--- src/design/usbef_params.svh ---
// register offsets, field positions and reset values of the endpoint event flag block
`ifndef USBEF_PARAMS_SVH
`define USBEF_PARAMS_SVH

`define USBEF_NUM_EP 8
`define USBEF_ADDR_W 12

`define USBEF_OFS_DONE 12'h000
`define USBEF_OFS_MASK 12'h004
`define USBEF_OFS_ZLP 12'h008
`define USBEF_OFS_NAK 12'h00C
`define USBEF_OFS_IRQ_ST 12'h010
`define USBEF_OFS_IRQ_MSK 12'h014

`define USBEF_RST_FLAGS 8'h00
`define USBEF_RST_MASK 8'h00
`define USBEF_RST_IRQ 3'h0
`define USBEF_EP0_KEEP 8'hFE

`define USBEF_IRQ_ZLP 0
`define USBEF_IRQ_NAK 1
`define USBEF_IRQ_DONE 2

`endif

--- src/design/usbef_pkg.sv ---
// types shared by the endpoint event flag block
`default_nettype none
`include "usbef_params.svh"
package usbef_pkg;

  typedef struct packed {
    logic rd;
    logic [`USBEF_ADDR_W-1:0] rd_ofs;
    logic wr;
    logic [`USBEF_ADDR_W-1:0] wr_ofs;
  } usbef_bus_req_t;

  typedef struct packed {
    logic wr_pend;
    logic [`USBEF_ADDR_W-1:0] wr_ofs;
  } usbef_front_t;

  typedef struct packed {
    logic [`USBEF_NUM_EP-1:0] zlp;
    logic [`USBEF_NUM_EP-1:0] nak;
    logic [`USBEF_NUM_EP-1:0] done;
    logic [`USBEF_NUM_EP-1:0] mask;
    logic [2:0] irq_st;
    logic [2:0] irq_msk;
    logic zlp_out;
    logic nak_out;
    logic ep_out;
    logic irq;
    logic [31:0] rdata;
  } usbef_state_t;

endpackage : usbef_pkg
`default_nettype wire

--- src/design/usbef_flags.sv ---
// endpoint event flags, shared endpoint mask, event lines and AHB-Lite register slave
`default_nettype none
`include "usbef_params.svh"
module usbef_flags (
  // clock and reset
  input wire logic core_clk,
  input wire logic rst_b,
  // AHB-Lite slave
  input wire logic hsel,
  input wire logic [1:0] htrans,
  input wire logic hwrite,
  input wire logic [2:0] hsize,
  input wire logic [`USBEF_ADDR_W-1:0] haddr,
  input wire logic [31:0] hwdata,
  input wire logic hready,
  output logic [31:0] hrdata,
  output logic hreadyout,
  output logic hresp,
  // endpoint engine events, one-cycle pulses; ep0_data_stage is a level that qualifies zlp_rx[0]
  input wire logic [`USBEF_NUM_EP-1:0] zlp_rx,
  input wire logic ep0_data_stage,
  input wire logic [`USBEF_NUM_EP-1:1] nak_tx,
  input wire logic [`USBEF_NUM_EP-1:1] xfer_done,
  // event lines
  output logic zlp_event,
  output logic nak_event,
  output logic ep_event,
  output logic irq
);
  import usbef_pkg::*;

  usbef_bus_req_t req;
  usbef_state_t s;
  usbef_state_t next_s;
  logic [`USBEF_NUM_EP-1:0] zlp_hit;
  logic [`USBEF_NUM_EP-1:0] nak_hit;
  logic [`USBEF_NUM_EP-1:0] done_hit;

  usbef_ahb_front u_front (
    .core_clk(core_clk),
    .rst_b(rst_b),
    .hsel(hsel),
    .htrans(htrans),
    .hwrite(hwrite),
    .haddr(haddr),
    .hready(hready),
    .req(req)
  );

  // zero wait states: the read word is taken from the post-write state,
  // so a read right behind a write to the same register sees the new value
  assign hreadyout = 1'b1;
  assign hresp = 1'b0;
  assign hrdata = s.rdata;
  assign zlp_event = s.zlp_out;
  assign nak_event = s.nak_out;
  assign ep_event = s.ep_out;
  assign irq = s.irq;

  always_comb begin
    next_s = s;
    // endpoint 0 only flags a zero-length packet of the data stage;
    // its status-stage packet is reported elsewhere
    zlp_hit = {zlp_rx[`USBEF_NUM_EP-1:1], zlp_rx[0] & ep0_data_stage};
    nak_hit = {nak_tx, 1'b0};
    done_hit = {xfer_done, 1'b0};
    // flags clear by writing 1; sets below win over a clear in the same cycle
    if (req.wr) begin
      unique case (req.wr_ofs)
        `USBEF_OFS_DONE: next_s.done = s.done & ~hwdata[`USBEF_NUM_EP-1:0];
        `USBEF_OFS_MASK: next_s.mask = hwdata[`USBEF_NUM_EP-1:0];
        `USBEF_OFS_ZLP: next_s.zlp = s.zlp & ~hwdata[`USBEF_NUM_EP-1:0];
        `USBEF_OFS_NAK: next_s.nak = s.nak & ~hwdata[`USBEF_NUM_EP-1:0];
        `USBEF_OFS_IRQ_MSK: next_s.irq_msk = hwdata[2:0];
        default: next_s.mask = s.mask;
      endcase
    end
    next_s.rdata = 32'h0000_0000;
    if (req.rd) begin
      unique case (req.rd_ofs)
        `USBEF_OFS_DONE: next_s.rdata[`USBEF_NUM_EP-1:0] = next_s.done;
        `USBEF_OFS_MASK: next_s.rdata[`USBEF_NUM_EP-1:0] = next_s.mask;
        `USBEF_OFS_ZLP: next_s.rdata[`USBEF_NUM_EP-1:0] = next_s.zlp;
        `USBEF_OFS_NAK: next_s.rdata[`USBEF_NUM_EP-1:0] = next_s.nak;
        `USBEF_OFS_IRQ_ST: begin
          next_s.rdata[2:0] = s.irq_st;
          next_s.irq_st = `USBEF_RST_IRQ;
        end
        `USBEF_OFS_IRQ_MSK: next_s.rdata[2:0] = next_s.irq_msk;
        default: next_s.rdata = 32'h0000_0000;
      endcase
    end
    next_s.zlp = next_s.zlp | zlp_hit;
    next_s.nak = (next_s.nak | nak_hit) & `USBEF_EP0_KEEP;
    next_s.done = (next_s.done | done_hit) & `USBEF_EP0_KEEP;
    next_s.irq_st[`USBEF_IRQ_ZLP] = next_s.irq_st[`USBEF_IRQ_ZLP] | (|zlp_hit);
    next_s.irq_st[`USBEF_IRQ_NAK] = next_s.irq_st[`USBEF_IRQ_NAK] | (|nak_hit);
    next_s.irq_st[`USBEF_IRQ_DONE] = next_s.irq_st[`USBEF_IRQ_DONE] | (|done_hit);
    // mask bit 1 blocks the line but never stops the flag from setting
    next_s.zlp_out = |(s.zlp & ~s.mask);
    next_s.nak_out = |(s.nak & ~s.mask);
    next_s.ep_out = |(s.done & ~s.mask);
    next_s.irq = |(s.irq_st & ~s.irq_msk);
  end

  always_ff @(posedge core_clk or negedge rst_b) begin
    if (!rst_b) begin
      s.zlp <= `USBEF_RST_FLAGS;
      s.nak <= `USBEF_RST_FLAGS;
      s.done <= `USBEF_RST_FLAGS;
      s.mask <= `USBEF_RST_MASK;
      s.irq_st <= `USBEF_RST_IRQ;
      s.irq_msk <= `USBEF_RST_IRQ;
      s.zlp_out <= 1'b0;
      s.nak_out <= 1'b0;
      s.ep_out <= 1'b0;
      s.irq <= 1'b0;
      s.rdata <= 32'h0000_0000;
    end else begin
      s <= next_s;
    end
  end

  zlp_set_a: assert property (@(posedge core_clk) disable iff (!rst_b)
    (zlp_rx[7:1] != 7'h00) |=>
      ((s.zlp[7:1] & $past(zlp_rx[7:1])) == $past(zlp_rx[7:1])))
    else $error("zero-length flag not set after reception");

  ep0_stage_a: assert property (@(posedge core_clk) disable iff (!rst_b)
    (zlp_rx[0] && !ep0_data_stage && !s.zlp[0]) |=> !s.zlp[0])
    else $error("endpoint 0 flag set outside data stage");

  nak_set_a: assert property (@(posedge core_clk) disable iff (!rst_b)
    (nak_tx != 7'h00) |=> (((s.nak[7:1] & $past(nak_tx)) == $past(nak_tx)) && !s.nak[0]))
    else $error("NAK flag not set or endpoint 0 NAK flag set");

  zlp_gate_a: assert property (@(posedge core_clk) disable iff (!rst_b)
    ((s.zlp & ~s.mask) != 8'h00) |=> zlp_event)
    else $error("unmasked zero-length flag not on its line");

  nak_gate_a: assert property (@(posedge core_clk) disable iff (!rst_b)
    ((s.nak & ~s.mask) == 8'h00) |=> !nak_event)
    else $error("NAK line high with no unmasked flag");

  zlp_masked_a: assert property (@(posedge core_clk) disable iff (!rst_b)
    (s.zlp == 8'h00 && zlp_rx[7:1] != 7'h00 && (zlp_rx & ~s.mask) == 8'h00
      && !req.wr) |=> (s.zlp != 8'h00) ##1 !zlp_event)
    else $error("masked zero-length flag reached its line");

  nak_masked_a: assert property (@(posedge core_clk) disable iff (!rst_b)
    (s.nak == 8'h00 && nak_tx != 7'h00 && (nak_tx & ~s.mask[7:1]) == 7'h00
      && !req.wr) |=> (s.nak != 8'h00) ##1 !nak_event)
    else $error("masked NAK flag reached its line");

  done_line_a: assert property (@(posedge core_clk) disable iff (!rst_b)
    ($past(s.done & ~s.mask) != 8'h00) == ep_event)
    else $error("endpoint line does not follow unmasked flags");

  // each line is registered from the state one edge earlier, so flag and mask
  // changes show up a cycle late; these compare against that earlier state
  zlp_line_a: assert property (@(posedge core_clk) disable iff (!rst_b)
    ($past(s.zlp & ~s.mask) != 8'h00) == zlp_event)
    else $error("zero-length line does not follow unmasked flags");

  nak_line_a: assert property (@(posedge core_clk) disable iff (!rst_b)
    ($past(s.nak & ~s.mask) != 8'h00) == nak_event)
    else $error("NAK line does not follow unmasked flags");

  irq_line_a: assert property (@(posedge core_clk) disable iff (!rst_b)
    ($past(s.irq_st & ~s.irq_msk) != 3'h0) == irq)
    else $error("interrupt does not follow unmasked status");

  zlp_block_a: assert property (@(posedge core_clk) disable iff (!rst_b)
    ((s.zlp & ~s.mask) == 8'h00) |=> !zlp_event)
    else $error("zero-length line high with every flag masked");

  ep_block_a: assert property (@(posedge core_clk) disable iff (!rst_b)
    ((s.done & ~s.mask) == 8'h00) |=> !ep_event)
    else $error("endpoint line high with every flag masked");

  ep0_data_a: assert property (@(posedge core_clk) disable iff (!rst_b)
    (zlp_rx[0] && ep0_data_stage) |=> s.zlp[0])
    else $error("endpoint 0 data-stage zero-length packet not flagged");

  ep0_none_a: assert property (@(posedge core_clk) disable iff (!rst_b)
    !s.nak[0] && !s.done[0])
    else $error("endpoint 0 NAK or completion flag set");

  // flags are sticky: only a register write may take a bit away
  zlp_keep_a: assert property (@(posedge core_clk) disable iff (!rst_b)
    !req.wr |=> ((s.zlp & $past(s.zlp)) == $past(s.zlp)))
    else $error("zero-length flag lost without a write");

  nak_keep_a: assert property (@(posedge core_clk) disable iff (!rst_b)
    !req.wr |=> ((s.nak & $past(s.nak)) == $past(s.nak)))
    else $error("NAK flag lost without a write");

  irq_set_a: assert property (@(posedge core_clk) disable iff (!rst_b)
    (nak_tx != 7'h00) |=> s.irq_st[`USBEF_IRQ_NAK])
    else $error("NAK event did not set its interrupt status");

  // hrdata stands for the data phase only and is zero otherwise
  rdata_idle_a: assert property (@(posedge core_clk) disable iff (!rst_b)
    !req.rd |=> (hrdata == 32'h0000_0000))
    else $error("read data not zero outside a read data phase");

endmodule : usbef_flags
`default_nettype wire

--- src/design/usbef_ahb_front.sv ---
// AHB-Lite address and data phase tracking for the endpoint event flag block
`default_nettype none
`include "usbef_params.svh"
module usbef_ahb_front (
  // clock and reset
  input wire logic core_clk,
  input wire logic rst_b,
  // AHB-Lite address phase
  input wire logic hsel,
  input wire logic [1:0] htrans,
  input wire logic hwrite,
  input wire logic [`USBEF_ADDR_W-1:0] haddr,
  input wire logic hready,
  // decoded requests
  output usbef_pkg::usbef_bus_req_t req
);
  import usbef_pkg::*;

  usbef_front_t st;
  usbef_front_t next_st;
  logic take;

  // word aligned offset; sub-word address bits are ignored
  function automatic logic [`USBEF_ADDR_W-1:0] usbef_word_ofs(
    input logic [`USBEF_ADDR_W-1:0] a);
    usbef_word_ofs = {a[`USBEF_ADDR_W-1:2], 2'h0};
  endfunction : usbef_word_ofs

  always_comb begin
    take = hsel & hready & htrans[1];
    next_st.wr_pend = take & hwrite;
    next_st.wr_ofs = usbef_word_ofs(haddr);
    req.rd = take & ~hwrite;
    req.rd_ofs = usbef_word_ofs(haddr);
    // writes land in the data phase, when hwdata is valid
    req.wr = st.wr_pend;
    req.wr_ofs = st.wr_ofs;
  end

  always_ff @(posedge core_clk or negedge rst_b) begin
    if (!rst_b) begin
      st <= '0;
    end else begin
      st <= next_st;
    end
  end

endmodule : usbef_ahb_front
`default_nettype wire

--- config.mk ---
export PLATFORM = sky130hd
export DESIGN_NAME = usbef_flags
export DESIGN_NICKNAME = d
export VERILOG_FILES = /design/src/design/usbef_pkg.sv /design/src/design/usbef_flags.sv /design/src/design/usbef_ahb_front.sv
export VERILOG_INCLUDE_DIRS = /design/src /design/src/design
export SDC_FILE = /design/constraint.sdc
export NUM_CORES = 1
export LEC_CHECK = 0
export ABC_AREA = 1
export BUFFER_PORTS_ARGS = -buffer_cell sky130_fd_sc_hd__buf_2
export CAP_MARGIN = 10
export CORE_MARGIN = 5
export CORE_UTILIZATION = 54
export CTS_CLUSTER_DIAMETER = 60
export DETAILED_ROUTE_END_ITERATION = 6
export MAX_ROUTING_LAYER = met4
export PLACE_DENSITY = 0.86
export SETUP_SLACK_MARGIN = 0.4
export SYNTH_ARGS = -nofsm -noshare
export SYNTH_HDL_FRONTEND = slang
export SYNTH_SLANG_ARGS = --single-unit
--- constraint.sdc ---
create_clock -name core_clk -period 2.65 [get_ports core_clk]
set_input_delay 0.53 -clock core_clk [delete_from_list [all_inputs] [get_ports core_clk]]
set_output_delay 0.53 -clock core_clk [all_outputs]
set_load 0.005 [all_outputs]
# Word-level counts from Yosys, hierarchy flattened
# Cells that the tools add are included.
[op_classes]
n_eq_ne = 9
order_cmp = 0
shift = 0
n_bitwise = 22
reduce_logical = 9
muxes = 12
n_div = 0
n_mul = 0
add_sub_neg = 0
[ops]
columns = ["op", "n"]
rows = [
  ["8-bit AND", 6],
  ["10-bit by 2-bit == test with 1-bit output (second input constant)", 4],
  ["8-bit two-way mux", 5],
  ["32-bit two-way mux", 1],
  ["8-bit OR reduction", 4],
  ["10-bit by 3-bit == test with 1-bit output (second input constant)", 3],
  ["12-bit zero test", 2],
  ["8-bit bitwise OR", 3],
  ["10-bit by 1-bit == test with 1-bit output (second input constant)", 2],
  ["5-bit one-hot mux with 4 select lines", 1],
  ["3-bit one-hot mux with 6 select lines", 1],
  ["8-bit NOT", 2],
  ["7-bit OR reduction", 2],
  ["3-bit two-way mux", 4],
  ["1-bit AND", 5],
  ["3-bit AND", 1],
  ["3-bit NOT", 1],
  ["1-bit bitwise OR", 3],
  ["3-bit OR reduction", 1],
  ["1-bit NOT", 1],
]
[word_totals]
mem_count = 0
register_bits = 83
rom_bits = 0
ramBits = 0
latch_bits = 0
wordCells = 65
out_inout_bits = 38

# Logic depth before layout (Yosys ltp)
# Gate-level depths: netlist of run 1.
[depth]
depth_word = 6
mapped_depth = 10
depth_no_buf = 9

# Cells and area by module
# A second synthesis of run 1 with hierarchy kept.
[unflattened]
hier_cells = 416
area_unflattened_um2 = 3303.2
[by_module_without_submodules]
columns = ["mod", "cells_each", "area_per_inst_um2", "n_inst"]
rows = [
  ["usbef_flags", 386, 2902.8, 1],
  ["usbef_ahb_front", 30, 400.4, 1],
]

# Least setup slack after synthesis of run 1
# OpenSTA, ideal clock, no wires.
[synth_timing]
kind = "input to register"
start = "input port haddr[5]"
end = "register s (netlist bit hrdata[7])"
slack_ns = 1.222
arrival_ns = 1.356
required_time_ns = 2.579
setup_time_ns = 0.071
path_stages = 6
path_buffers = 0
path_cell_list = "nor2_1 -> nand3_4 -> nor3_4 -> and3_1 -> nor2_1 -> nor2_1"
[synth_rtl]
columns = ["item", "line_no", "source"]
rows = [
  ["start, declared", "usbef_flags.sv:13", "input wire logic [`USBEF_ADDR_W-1:0] haddr,"],
  ["end signal, assigned", "usbef_flags.sv:120", "s <= next_s;"],
  ["end, declared", "usbef_flags.sv:33", "usbef_state_t s;"],
]

==> results.toml, run 1 <==
[outcome]
status = "finished, final reports clean"

[run]
cap_viol_max_count = 0

[worst_setup_path]
path_class = "register to register"
worst_setup_path_start_kind = "register"
arrival_ps = 1980
reg2reg_slack_ps = 890
critical_path_required_ps = 2870
regToRegEndpoint = "hrdata[2]"
crit_path_end_kind = "register"
timing.critical_path.fanout_max = 22
worstRegToRegCells = 8
reg2reg_from = "u_front.req[11]"

[clock_tree]
cts.path.max_buffers = 2
cts_max_level = 3
cts-buffers-inserted = 9
clock_tree_from_tritoncts = "built"
insertion_delay_ps = 330
clkSlewWorstSetupHoldPaths_ps = 60
root_buffer = "sky130_fd_sc_hd__clkbuf_8"
postCtsHoldBufs = 0
cells_resized_by_post_cts_repair = 0
clock_sink_count = 59
post-cts-setup-buffer-count = 0

[sta]
setup_slack_ps = 887.2
worst_pin_slew_ps = 720.9
report.final.hold_viol_count = 0
clock-skew-final_ps = 4.716
setup-violations-final = 0
timing.max_slew.rel_slack = 0.5150
rsz_0062_raised_after_global_routing = "false"
fmax_mhz = 567.3
final.period_utilization = 0.6652
tns_ps = 0
period_minus_slack_ps = 1763
report.final.slew_viol_count = 0

[detailed_routing]
route.detailed.drc = 0
postRouteWirelength_mm = 7.853
avgViaCountPerCell = 5.154
antenna_left = 0
initialDrtViolationCount = 170
via_count_of_the_routed_design = 2752
wl_per_cell_microns = 14.71
drt-pass1-iter-count = 5

[final_layout]
register_area_sq_um = 1476
antennaDiodeCount = 0
areaGrowthSynthToFinish_pct = 11.09
final_layout_size_suffix_gt1_frac = 0.2353
layout.nets = 531
layout_common_cells = "sky130_fd_sc_hd__nand3_1, sky130_fd_sc_hd__nand2_1, sky130_fd_sc_hd__dfrtp_1"
fillers = 520
most_frequent_standard_cell_in_the_layout_excluding_fill_and_tap_cells = "sky130_fd_sc_hd__nand3_1"
post_layout_nonfiller_instances = 534
area_of_combinational_cells_with_multiple_inputs_sq_um = 1353
postLayoutCoreUtil = 0.6154

[die]
die-width_microns = 87.71
row_count = 28
die-height_microns = 87.71
design.core.area_sq_um = 5886
floorplan.initialDensity = 0.5540
floorplan.die_area_sq_um = 7692
floorplan.io_pins = 115

[yosys]
yosys_register_bits = 59
synthAdderAreaFrac = 0
yosys.area_share.xor_xnor = 0
synth.yosys.seq_area_share = 0.4528
synth-simple-area-share = 0.3300
syn_area_sq_um = 3261
compound_gate_portion_of_the_synthesized_area = 0.05487
synthesis.area_per_instance_sq_um = 8.213
synth.yosys.warnings = 0
muxShareOfSynthArea = 0
post_syn_instances = 397
synth.distinct_cells = 26
dominant_combinational_cell_family_by_area_after_synthesis = "simple AND/OR/NAND/NOR gates"

[placed_design]
port_buffers = 58
detailedPlace.worstSlack_ps = 756.3
post-dp-hpwl_mm = 6.290
weighted_congestion_at_the_end_of_routability_driven_global_placement = 0.9732
place.detailed.instances = 518

[global_route]
grt_usage = 0.2326
globalRouteOverflowTotal = 0
grt_start_max_net_pins = 23
globalRouteMet2Util = 0.3486
grt_util_met1 = 0.3056
grt_first_pass_wirelength_mm = 13.09
first_global_vias = 2747
gr-max-usage-layer = "met2"
initial_antenna_violation_count = 0
grtUsageMet3 = 0.04045

[power_and_ir_drop]
static-leakage-power_nw = 1.952
power.density_nw_per_um2 = 486.7
ir_worst_vdd_uv = 331.0

[hold_path]
hold_path.class = "primary input to async pin"
==> worst max-delay path, cell delays in order (launching register included) <==
cell and delay [ps]:
sky130_fd_sc_hd__dfrtp_1 360, sky130_fd_sc_hd__nor2_1 170, sky130_fd_sc_hd__nand2_1 110, sky130_fd_sc_hd__nor2_4 390, sky130_fd_sc_hd__nand3_1 190, sky130_fd_sc_hd__nand3_1 150
sky130_fd_sc_hd__nand3_1 110, sky130_fd_sc_hd__nor2_1 110, sky130_fd_sc_hd__nor2_1 50
==> per-layer routing <==
layer	routed length [microns]	vias to the layer above
li1	-	1318
met1	3373	1266
met2	3568	146
met3	702	22
met4	209	0
met5	0	-
==> layout make-up <==
cell class	count	area share
Inverter	59	0.06114
Clock buffer	14	0.04491
Multi-Input combinational cell	265	0.3734
Clock inverter	2	0.002763
Sequential cell	59	0.4076
Tap cell	75	0.02591
Timing Repair Buffer	60	0.08428
==> kinds of logic (layout without fill, tap and decap cells) <==
kind of cell | Yosys count | after routing
buffers and inverters | 97 | 135
AOI/OAI and AO/OA | 23 | 23
DFF | 59 | 59
other | 2 | 26
and+or+nand+nor | 216 | 216
==> metrics by stage <==
stage / instance area (sq um) / total power [W] / hold WS, ps
2_1_floorplan: 3351 / 0.001008 / 234.4
3_3_place_gp: 3450 / 0.001050 / 451.2
3_5_place_dp: 3450 / 0.001053 / 461.6
4_1_cts: 3622 / 0.001779 / 97.30
5_1_grt: 3622 / 0.001832 / 125.4
6_report: 3622 / 0.001763 / 100.7
==> synthesized netlist by cell type <==
master                     instances  share of area
sky130_fd_sc_hd__conb_1            2         0.0023
sky130_fd_sc_hd__nand3_4           1         0.0054
sky130_fd_sc_hd__buf_4            34          0.078
sky130_fd_sc_hd__nand4_1           5         0.0096
sky130_fd_sc_hd__nor3_4            2          0.010
sky130_fd_sc_hd__inv_1            56          0.064
sky130_fd_sc_hd__nand2_1          69          0.079
sky130_fd_sc_hd__o21ai_2           6          0.016
sky130_fd_sc_hd__a22o_1            3         0.0081
sky130_fd_sc_hd__nor2_4            7          0.024
sky130_fd_sc_hd__nand3_1          73           0.11
sky130_fd_sc_hd__inv_2             3         0.0035
sky130_fd_sc_hd__o21ai_0           3         0.0046
sky130_fd_sc_hd__a221oi_1          3         0.0081
sky130_fd_sc_hd__and3_1            1         0.0019
sky130_fd_sc_hd__and2_1            3         0.0058
sky130_fd_sc_hd__nor2_2            4         0.0077
sky130_fd_sc_hd__nand2_2          10          0.019
sky130_fd_sc_hd__buf_6             4          0.014
sky130_fd_sc_hd__a21o_1            6          0.014
sky130_fd_sc_hd__nand2_4           2         0.0069
sky130_fd_sc_hd__nor2_1           35          0.040
sky130_fd_sc_hd__a21oi_1           1         0.0015
sky130_fd_sc_hd__nor4_1            4         0.0077
sky130_fd_sc_hd__o221ai_1          1         0.0027
sky130_fd_sc_hd__dfrtp_1          59           0.45
==> how the worst max path moves through the flow <==
stage | start | to | slack, ps | depth (start not counted)
2_1_floorplan | haddr[5] | hrdata[7] | 1220 | 6
3_3_place_gp | haddr[11] | s[39] | 780 | 7
3_5_place_dp | haddr[11] | s[39] | 760 | 7
4_1_cts | u_front.req[7] | hrdata[2] | 910 | 8
5_1_grt | u_front.req[9] | hrdata[3] | 720 | 8
6_report | u_front.req[11] | hrdata[2] | 890 | 8
==> state kept, by name (all words and copies together), names as in the netlist <==
| signal | cells |
|---|---|
| zlp_event | 1 |
| s | 36 |
| irq | 1 |
| hrdata | 8 |
| nak_event | 1 |
| ep_event | 1 |
| u_front.req | 11 |
==> report_power, final <==
| group | internal [W] | switching [W] | leakage (nW) |
|---|---|---|---|
| clock network | 0.000388 | 0.000337 | 0.0905 |
| registers | 0.000910 | 0.00000632 | 0.649 |
| logic | 0.0000387 | 0.0000827 | 1.21 |
| total | 0.00134 | 0.000426 | 1.95 |
Power figures use the tool's default switching activity.
==> run 2: changes to the inputs <==
Settings changed: CORE_UTILIZATION 54 to 45, PLACE_DENSITY 0.86 to 0.76.
Clock period 2.65 ns to 1.4 ns, I/O delays scaled along.
==> run 2 against run 1 <==
Effect of this change: the run now ends with setup timing left; sequential share of layout area down 6.0 points; hold slack lost 68 ps; maximum frequency is 11% higher; clock skew grew 2.1 ps; first-iteration DRC count down 7.1%; global-route usage is 2.8 points lower; flip-flop and latch count did not move; critical path depth increased by 1; design area rose by 17%; clock power rose by 110%; via count is 3.8% higher; critical path type unchanged.
==> results.toml, run 2 (synthesis results as in run 1) <==
[sta]
period_minus_slack_ps = 1592
report.final.slew_viol_count = 0
setup_slack_ps = -191.6
report.final.hold_viol_count = 0
clock-skew-final_ps = 6.776
rsz_0062_raised_after_global_routing = "true"
final.period_utilization = 1.137
fmax_mhz = 628.3
setup-violations-final = 26

[global_route]
grt_start_max_net_pins = 60
globalRouteMet2Util = 0.3160
grt_util_met1 = 0.2605
initial_antenna_violation_count = 0
grt_first_pass_wirelength_mm = 13.30
first_global_vias = 2747
grt_usage = 0.2042
globalRouteOverflowTotal = 0
gr-max-usage-layer = "met2"
grtUsageMet3 = 0.04025

[worst_setup_path]
critical_path.max_stage_delay_ps = 380
cp.depth = 9
arrival_ps = 1840
worst_setup_path_start_kind = "register"
crit_path_end_kind = "register"
regToRegEndpoint = "hrdata[5]"
critPathTopFamily = "simple AND/OR/NAND/NOR gates"
timing.critical_path.fanout_max = 11
worstRegToRegCells = 9
endpoint_of_the_most_critical_setup_path = "hrdata[5]"
cp_slowest_cell = "sky130_fd_sc_hd__dfrtp_1"
crit_path_start = "u_front.req[7]"
critical_path_required_ps = 1640
path_class = "register to register"
path_cells = "nor2_2 -> nand2_2 -> nor2_4 -> buf_12 -> nand3_1 -> nand3_1 -> nand3_1 -> nor2_1 -> nor2_1"
reg2reg_slack_ps = -190
cp_common_cell = "sky130_fd_sc_hd__nand3_1"
count_of_buffering_cells_on_the_critical_path_with_inverters_included = 1
reg2reg_from = "u_front.req[7]"

[run]
cap_viol_max_count = 0

[detailed_routing]
initialDrtViolationCount = 158
avgViaCountPerCell = 4.762
drt-pass1-iter-count = 4
antenna_left = 0
route.detailed.drc = 0
via_count_of_the_routed_design = 2857
postRouteWirelength_mm = 8.562
wl_per_cell_microns = 14.27

[power_and_ir_drop]
static-leakage-power_nw = 2.210
ir_worst_vdd_uv = 496.2
power.density_nw_per_um2 = 843.7
totalPowerFinal_w = 0.003584

[outcome]
status = "finished with violations"
violations = "setup timing"

[die]
floorplan.initialDensity = 0.4569
die-height_microns = 95.12
floorplan.die_area_sq_um = 9048
floorplan.io_pins = 115
row_count = 31
design.core.area_sq_um = 7137
die-width_microns = 95.12

[final_layout]
largest_reg_flops = 36
areaGrowthSynthToFinish_pct = 30.28
final_layout_size_suffix_gt1_frac = 0.3713
regMostFlops = "s"
fillers = 642
layout.nets = 573
antennaDiodeCount = 0
post_layout_nonfiller_instances = 600
most_frequent_standard_cell_in_the_layout_excluding_fill_and_tap_cells = "sky130_fd_sc_hd__nand2_1"
layout_common_cells = "sky130_fd_sc_hd__nand2_1, sky130_fd_sc_hd__dfrtp_1, sky130_fd_sc_hd__nand3_1, sky130_fd_sc_hd__buf_2, sky130_fd_sc_hd__inv_1"

[hold_path]
hold_path.class = "primary input to register"

[placed_design]
port_buffers = 58
weighted_congestion_at_the_end_of_routability_driven_global_placement = 0.8958
place.detailed.instances = 576
post-dp-hpwl_mm = 6.490

[clock_tree]
clkSlewWorstSetupHoldPaths_ps = 70
cts_max_level = 3
root_buffer = "sky130_fd_sc_hd__clkbuf_8"
insertion_delay_ps = 360
clock_sink_count = 59
cts.path.max_buffers = 2
clock_tree_from_tritoncts = "built"
cts-buffers-inserted = 9
-- run 2: layer usage --
| metal | up-vias | wire length (microns) |
|---|---|---|
| met5 | - | 0 |
| met4 | 0 | 206 |
| met3 | 21 | 541 |
| met2 | 93 | 4173 |
| met1 | 1336 | 3640 |
| li1 | 1407 | - |
-- run 2: worst min path at each step --
| stage | cells past startpoint | endpoint | from | slack, ps |
|---|---|---|---|---|
| finish | 1 | u_front.req[11] | haddr[11] | 30 |
| global route | 1 | u_front.req[11] | haddr[11] | 20 |
| CTS | 1 | u_front.req[11] | haddr[11] | 20 |
| detailed placement | 2 | u_front.req[3] | rst_b | 330 |
| global placement | 2 | u_front.req[11] | rst_b | 300 |
| floorplan | 0 | ep_event | rst_b | -20 |
-- run 2: cell type report --
class,count,area (sq um),share of cell area
clock inverter,5,52.55,0.01237
tap,99,123.9,0.02916
inverter,59,221.5,0.05214
clock buffer,11,141.4,0.03328
multi-input combinational,266,1535,0.3614
timing repair buffer,101,696.9,0.1641
sequential,59,1476,0.3476
-- run 2: through the flow --
stage          TNS [ps]  hold WS, ps  setup slack (ps)    util  cell area (sq um)
3_3_place_gp     -867.3        304.3            -110.4  0.5356               3822
2_1_floorplan         0       -15.59             68.05       -               3413
4_1_cts           -1209        22.48            -141.8  0.5757               4109
3_5_place_dp      -1276        327.2            -158.7  0.5356               3822
5_1_grt           -4435        22.58            -289.8  0.5952               4248
6_report          -2126        33.18            -191.6  0.5952               4248
-- run 2: power by group --
group	internal [W]	switching [W]
combinational	0.000111	0.000179
clock	0.000860	0.000700
sequential	0.00172	0.0000124
total	0.00269	0.000891
-- run 2: timing repair --
action	CTS	global route
gates resized for setup	17	23
pin swaps	8	11
cloned	1	1
hold buffers	1	0
endpoints found under the setup margin	58	59
hold endpoints to repair	59	0
setup buffers	1	4
==> run 3: changes to the inputs <==
Settings changed: CORE_MARGIN 5 to 4.
==> run 3 against run 2 <==
Effect of this change: the run still ends with setup timing left; flip-flop and latch count unchanged; global-route usage is 0.25 points higher; total power barely moved; first-iteration DRC count increased by 30%; register-to-register slack got worse by 30 ps; critical path type unchanged; critical endpoint is now hrdata[4]; largest cell class unchanged; largest power group unchanged.
==> results.toml, run 3 (synthesis results as in run 1) <==
[detailed_routing]
avgViaCountPerCell = 4.927
initialDrtViolationCount = 206
wl_per_cell_microns = 14.56
drt-pass1-iter-count = 5
route.detailed.drc = 0
postRouteWirelength_mm = 8.751
antenna_left = 0
via_count_of_the_routed_design = 2961

[worst_setup_path]
timing.critical_path.fanout_max = 11
cp.depth = 9
path_class = "register to register"
critPathTopFamily = "simple AND/OR/NAND/NOR gates"
cp_slowest_cell = "sky130_fd_sc_hd__dfrtp_1"
critical_path_required_ps = 1630
count_of_buffering_cells_on_the_critical_path_with_inverters_included = 1
worst_setup_path_start_kind = "register"
crit_path_end_kind = "register"
worstRegToRegCells = 9
path_cells = "nor2_2 -> nand2_4 -> nor2_4 -> clkbuf_16 -> nand3_1 -> nand3_1 -> nand3_1 -> nor2_1 -> nor2_1"
arrival_ps = 1850
cp_common_cell = "sky130_fd_sc_hd__nand3_1"
critical_path.max_stage_delay_ps = 390

[sta]
worst_pin_slew_ps = 487.6
report.final.hold_viol_count = 0
setup-violations-final = 28
fmax_mhz = 617.0
timing.max_slew.rel_slack = 0.6719
clock-skew-final_ps = 10.64
period_minus_slack_ps = 1621
setup_slack_ps = -220.9
report.final.slew_viol_count = 0
tns_ps = -2936
final.period_utilization = 1.158
rsz_0062_raised_after_global_routing = "true"

[hold_path]
holdPathStages = 1
hold_path.class = "primary input to register"

[global_route]
grt_start_max_net_pins = 24
initial_antenna_violation_count = 0
grt_usage = 0.2066
grt_first_pass_wirelength_mm = 13.38
globalRouteOverflowTotal = 0
first_global_vias = 2861

[die]
row_count = 30
die-width_microns = 93.12
floorplan.io_pins = 115
die-height_microns = 93.12
floorplan.die_area_sq_um = 8671
design.core.area_sq_um = 6907
floorplan.initialDensity = 0.4721

[power_and_ir_drop]
pwr-share-seq = 0.484
intPower_w = 0.002708
ir_worst_vdd_uv = 440.4
power.density_nw_per_um2 = 828.8
comb_power_share = 0.087
static-leakage-power_nw = 2.240
power_switching_w = 0.0008777
power.share.clock = 0.429
power_switching_share = 0.2448
totalPowerFinal_w = 0.003586

[final_layout]
layout.nets = 577
largest_reg_flops = 36
final_layout_size_suffix_gt1_frac = 0.3901
regMostFlops = "s"
fillers = 587
layout_common_cells = "sky130_fd_sc_hd__nand2_1, sky130_fd_sc_hd__nand3_1, sky130_fd_sc_hd__dfrtp_1"
areaGrowthSynthToFinish_pct = 32.69
post_layout_nonfiller_instances = 601
most_frequent_standard_cell_in_the_layout_excluding_fill_and_tap_cells = "sky130_fd_sc_hd__nand2_1"
antennaDiodeCount = 0

[run]
cap_viol_max_count = 0

[placed_design]
place.detailed.instances = 576
port_buffers = 58
post-dp-hpwl_mm = 6.604
weighted_congestion_at_the_end_of_routability_driven_global_placement = 0.8949

[clock_tree]
insertion_delay_ps = 350
cts.path.max_buffers = 2
root_buffer = "sky130_fd_sc_hd__clkbuf_8"
clkSlewWorstSetupHoldPaths_ps = 60
cts_max_level = 3
cts-buffers-inserted = 9
clock_sink_count = 59
clock_tree_from_tritoncts = "built"

[outcome]
status = "finished with violations"
violations = "setup timing"
==> run 3: area by class of cell <==
class / count / area (sq um) / share of cell area
flip-flops and latches: 59 / 1476 / 0.3412
repair buffers: 105 / 752.0 / 0.1738
multi-input cells: 266 / 1563 / 0.3612
clock buffers: 11 / 141.4 / 0.03268
inverters: 59 / 221.5 / 0.05119
well taps: 96 / 120.1 / 0.02776
clock inverters: 5 / 52.55 / 0.01215
==> run 3: worst reg2reg max path: stages (launching register included) <==
cell and delay [ps]:
sky130_fd_sc_hd__dfrtp_1 390, sky130_fd_sc_hd__nor2_2 160, sky130_fd_sc_hd__nand2_4 100, sky130_fd_sc_hd__nor2_4 190
sky130_fd_sc_hd__clkbuf_16 190, sky130_fd_sc_hd__nand3_1 110, sky130_fd_sc_hd__nand3_1 120, sky130_fd_sc_hd__nand3_1 90
sky130_fd_sc_hd__nor2_1 100, sky130_fd_sc_hd__nor2_1 50
==> run 3: power by group through the flow <==
stage	Combinational [W]	Sequential, W	Clock, W
detailed placement	0.000280	0.00176	0
finish	0.000313	0.00173	0.00154
global placement	0.000274	0.00176	0
global route	0.000347	0.00173	0.00164
floorplan	0.000155	0.00176	0
CTS	0.000298	0.00173	0.00156
==> run 3: per-stage QoR <==
step	hold slack (ps)	utilization	instance area, sq um	worst slack (ps)
2_1_floorplan	-15.59	-	3413	68.05
3_3_place_gp	140.7	0.5580	3854	-111.8
3_5_place_dp	141.3	0.5580	3854	-139.4
4_1_cts	41.69	0.6024	4160	-150.1
5_1_grt	37.75	0.6264	4327	-289.2
6_report	50.94	0.6264	4327	-220.9
==> run 3: path summary, 6_finish.rpt <==
kind                           startpoint              end  slack (ps)
max                        u_front.req[9]        hrdata[4]        -220
min                              haddr[6]   u_front.req[6]          50
max reg2reg                u_front.req[9]        hrdata[4]        -220
min reg2reg                         s[55]            s[55]         500
max in group asynchronous           rst_b            s[64]         610
min in group asynchronous           rst_b  u_front.req[12]         310
==> run 3: per-layer routing <==
metal	wire length [microns]	global-route usage	vias up
met3	570	0.02977	30
met4	232	0.09646	0
met1	3667	0.2638	1359
li1	-	-	1417
met5	0	-	-
met2	4280	0.3263	155
==> run 3: repair_timing <==
item / CTS / global route
endpoints found under the setup margin: 58 / 59
gates resized for setup: 21 / 34
endpoints found under the hold margin: 5 / 0
pin swaps: 10 / 5
hold buffers: 1 / 0
setup buffers: 2 / 4
gates cloned: 1 / 1
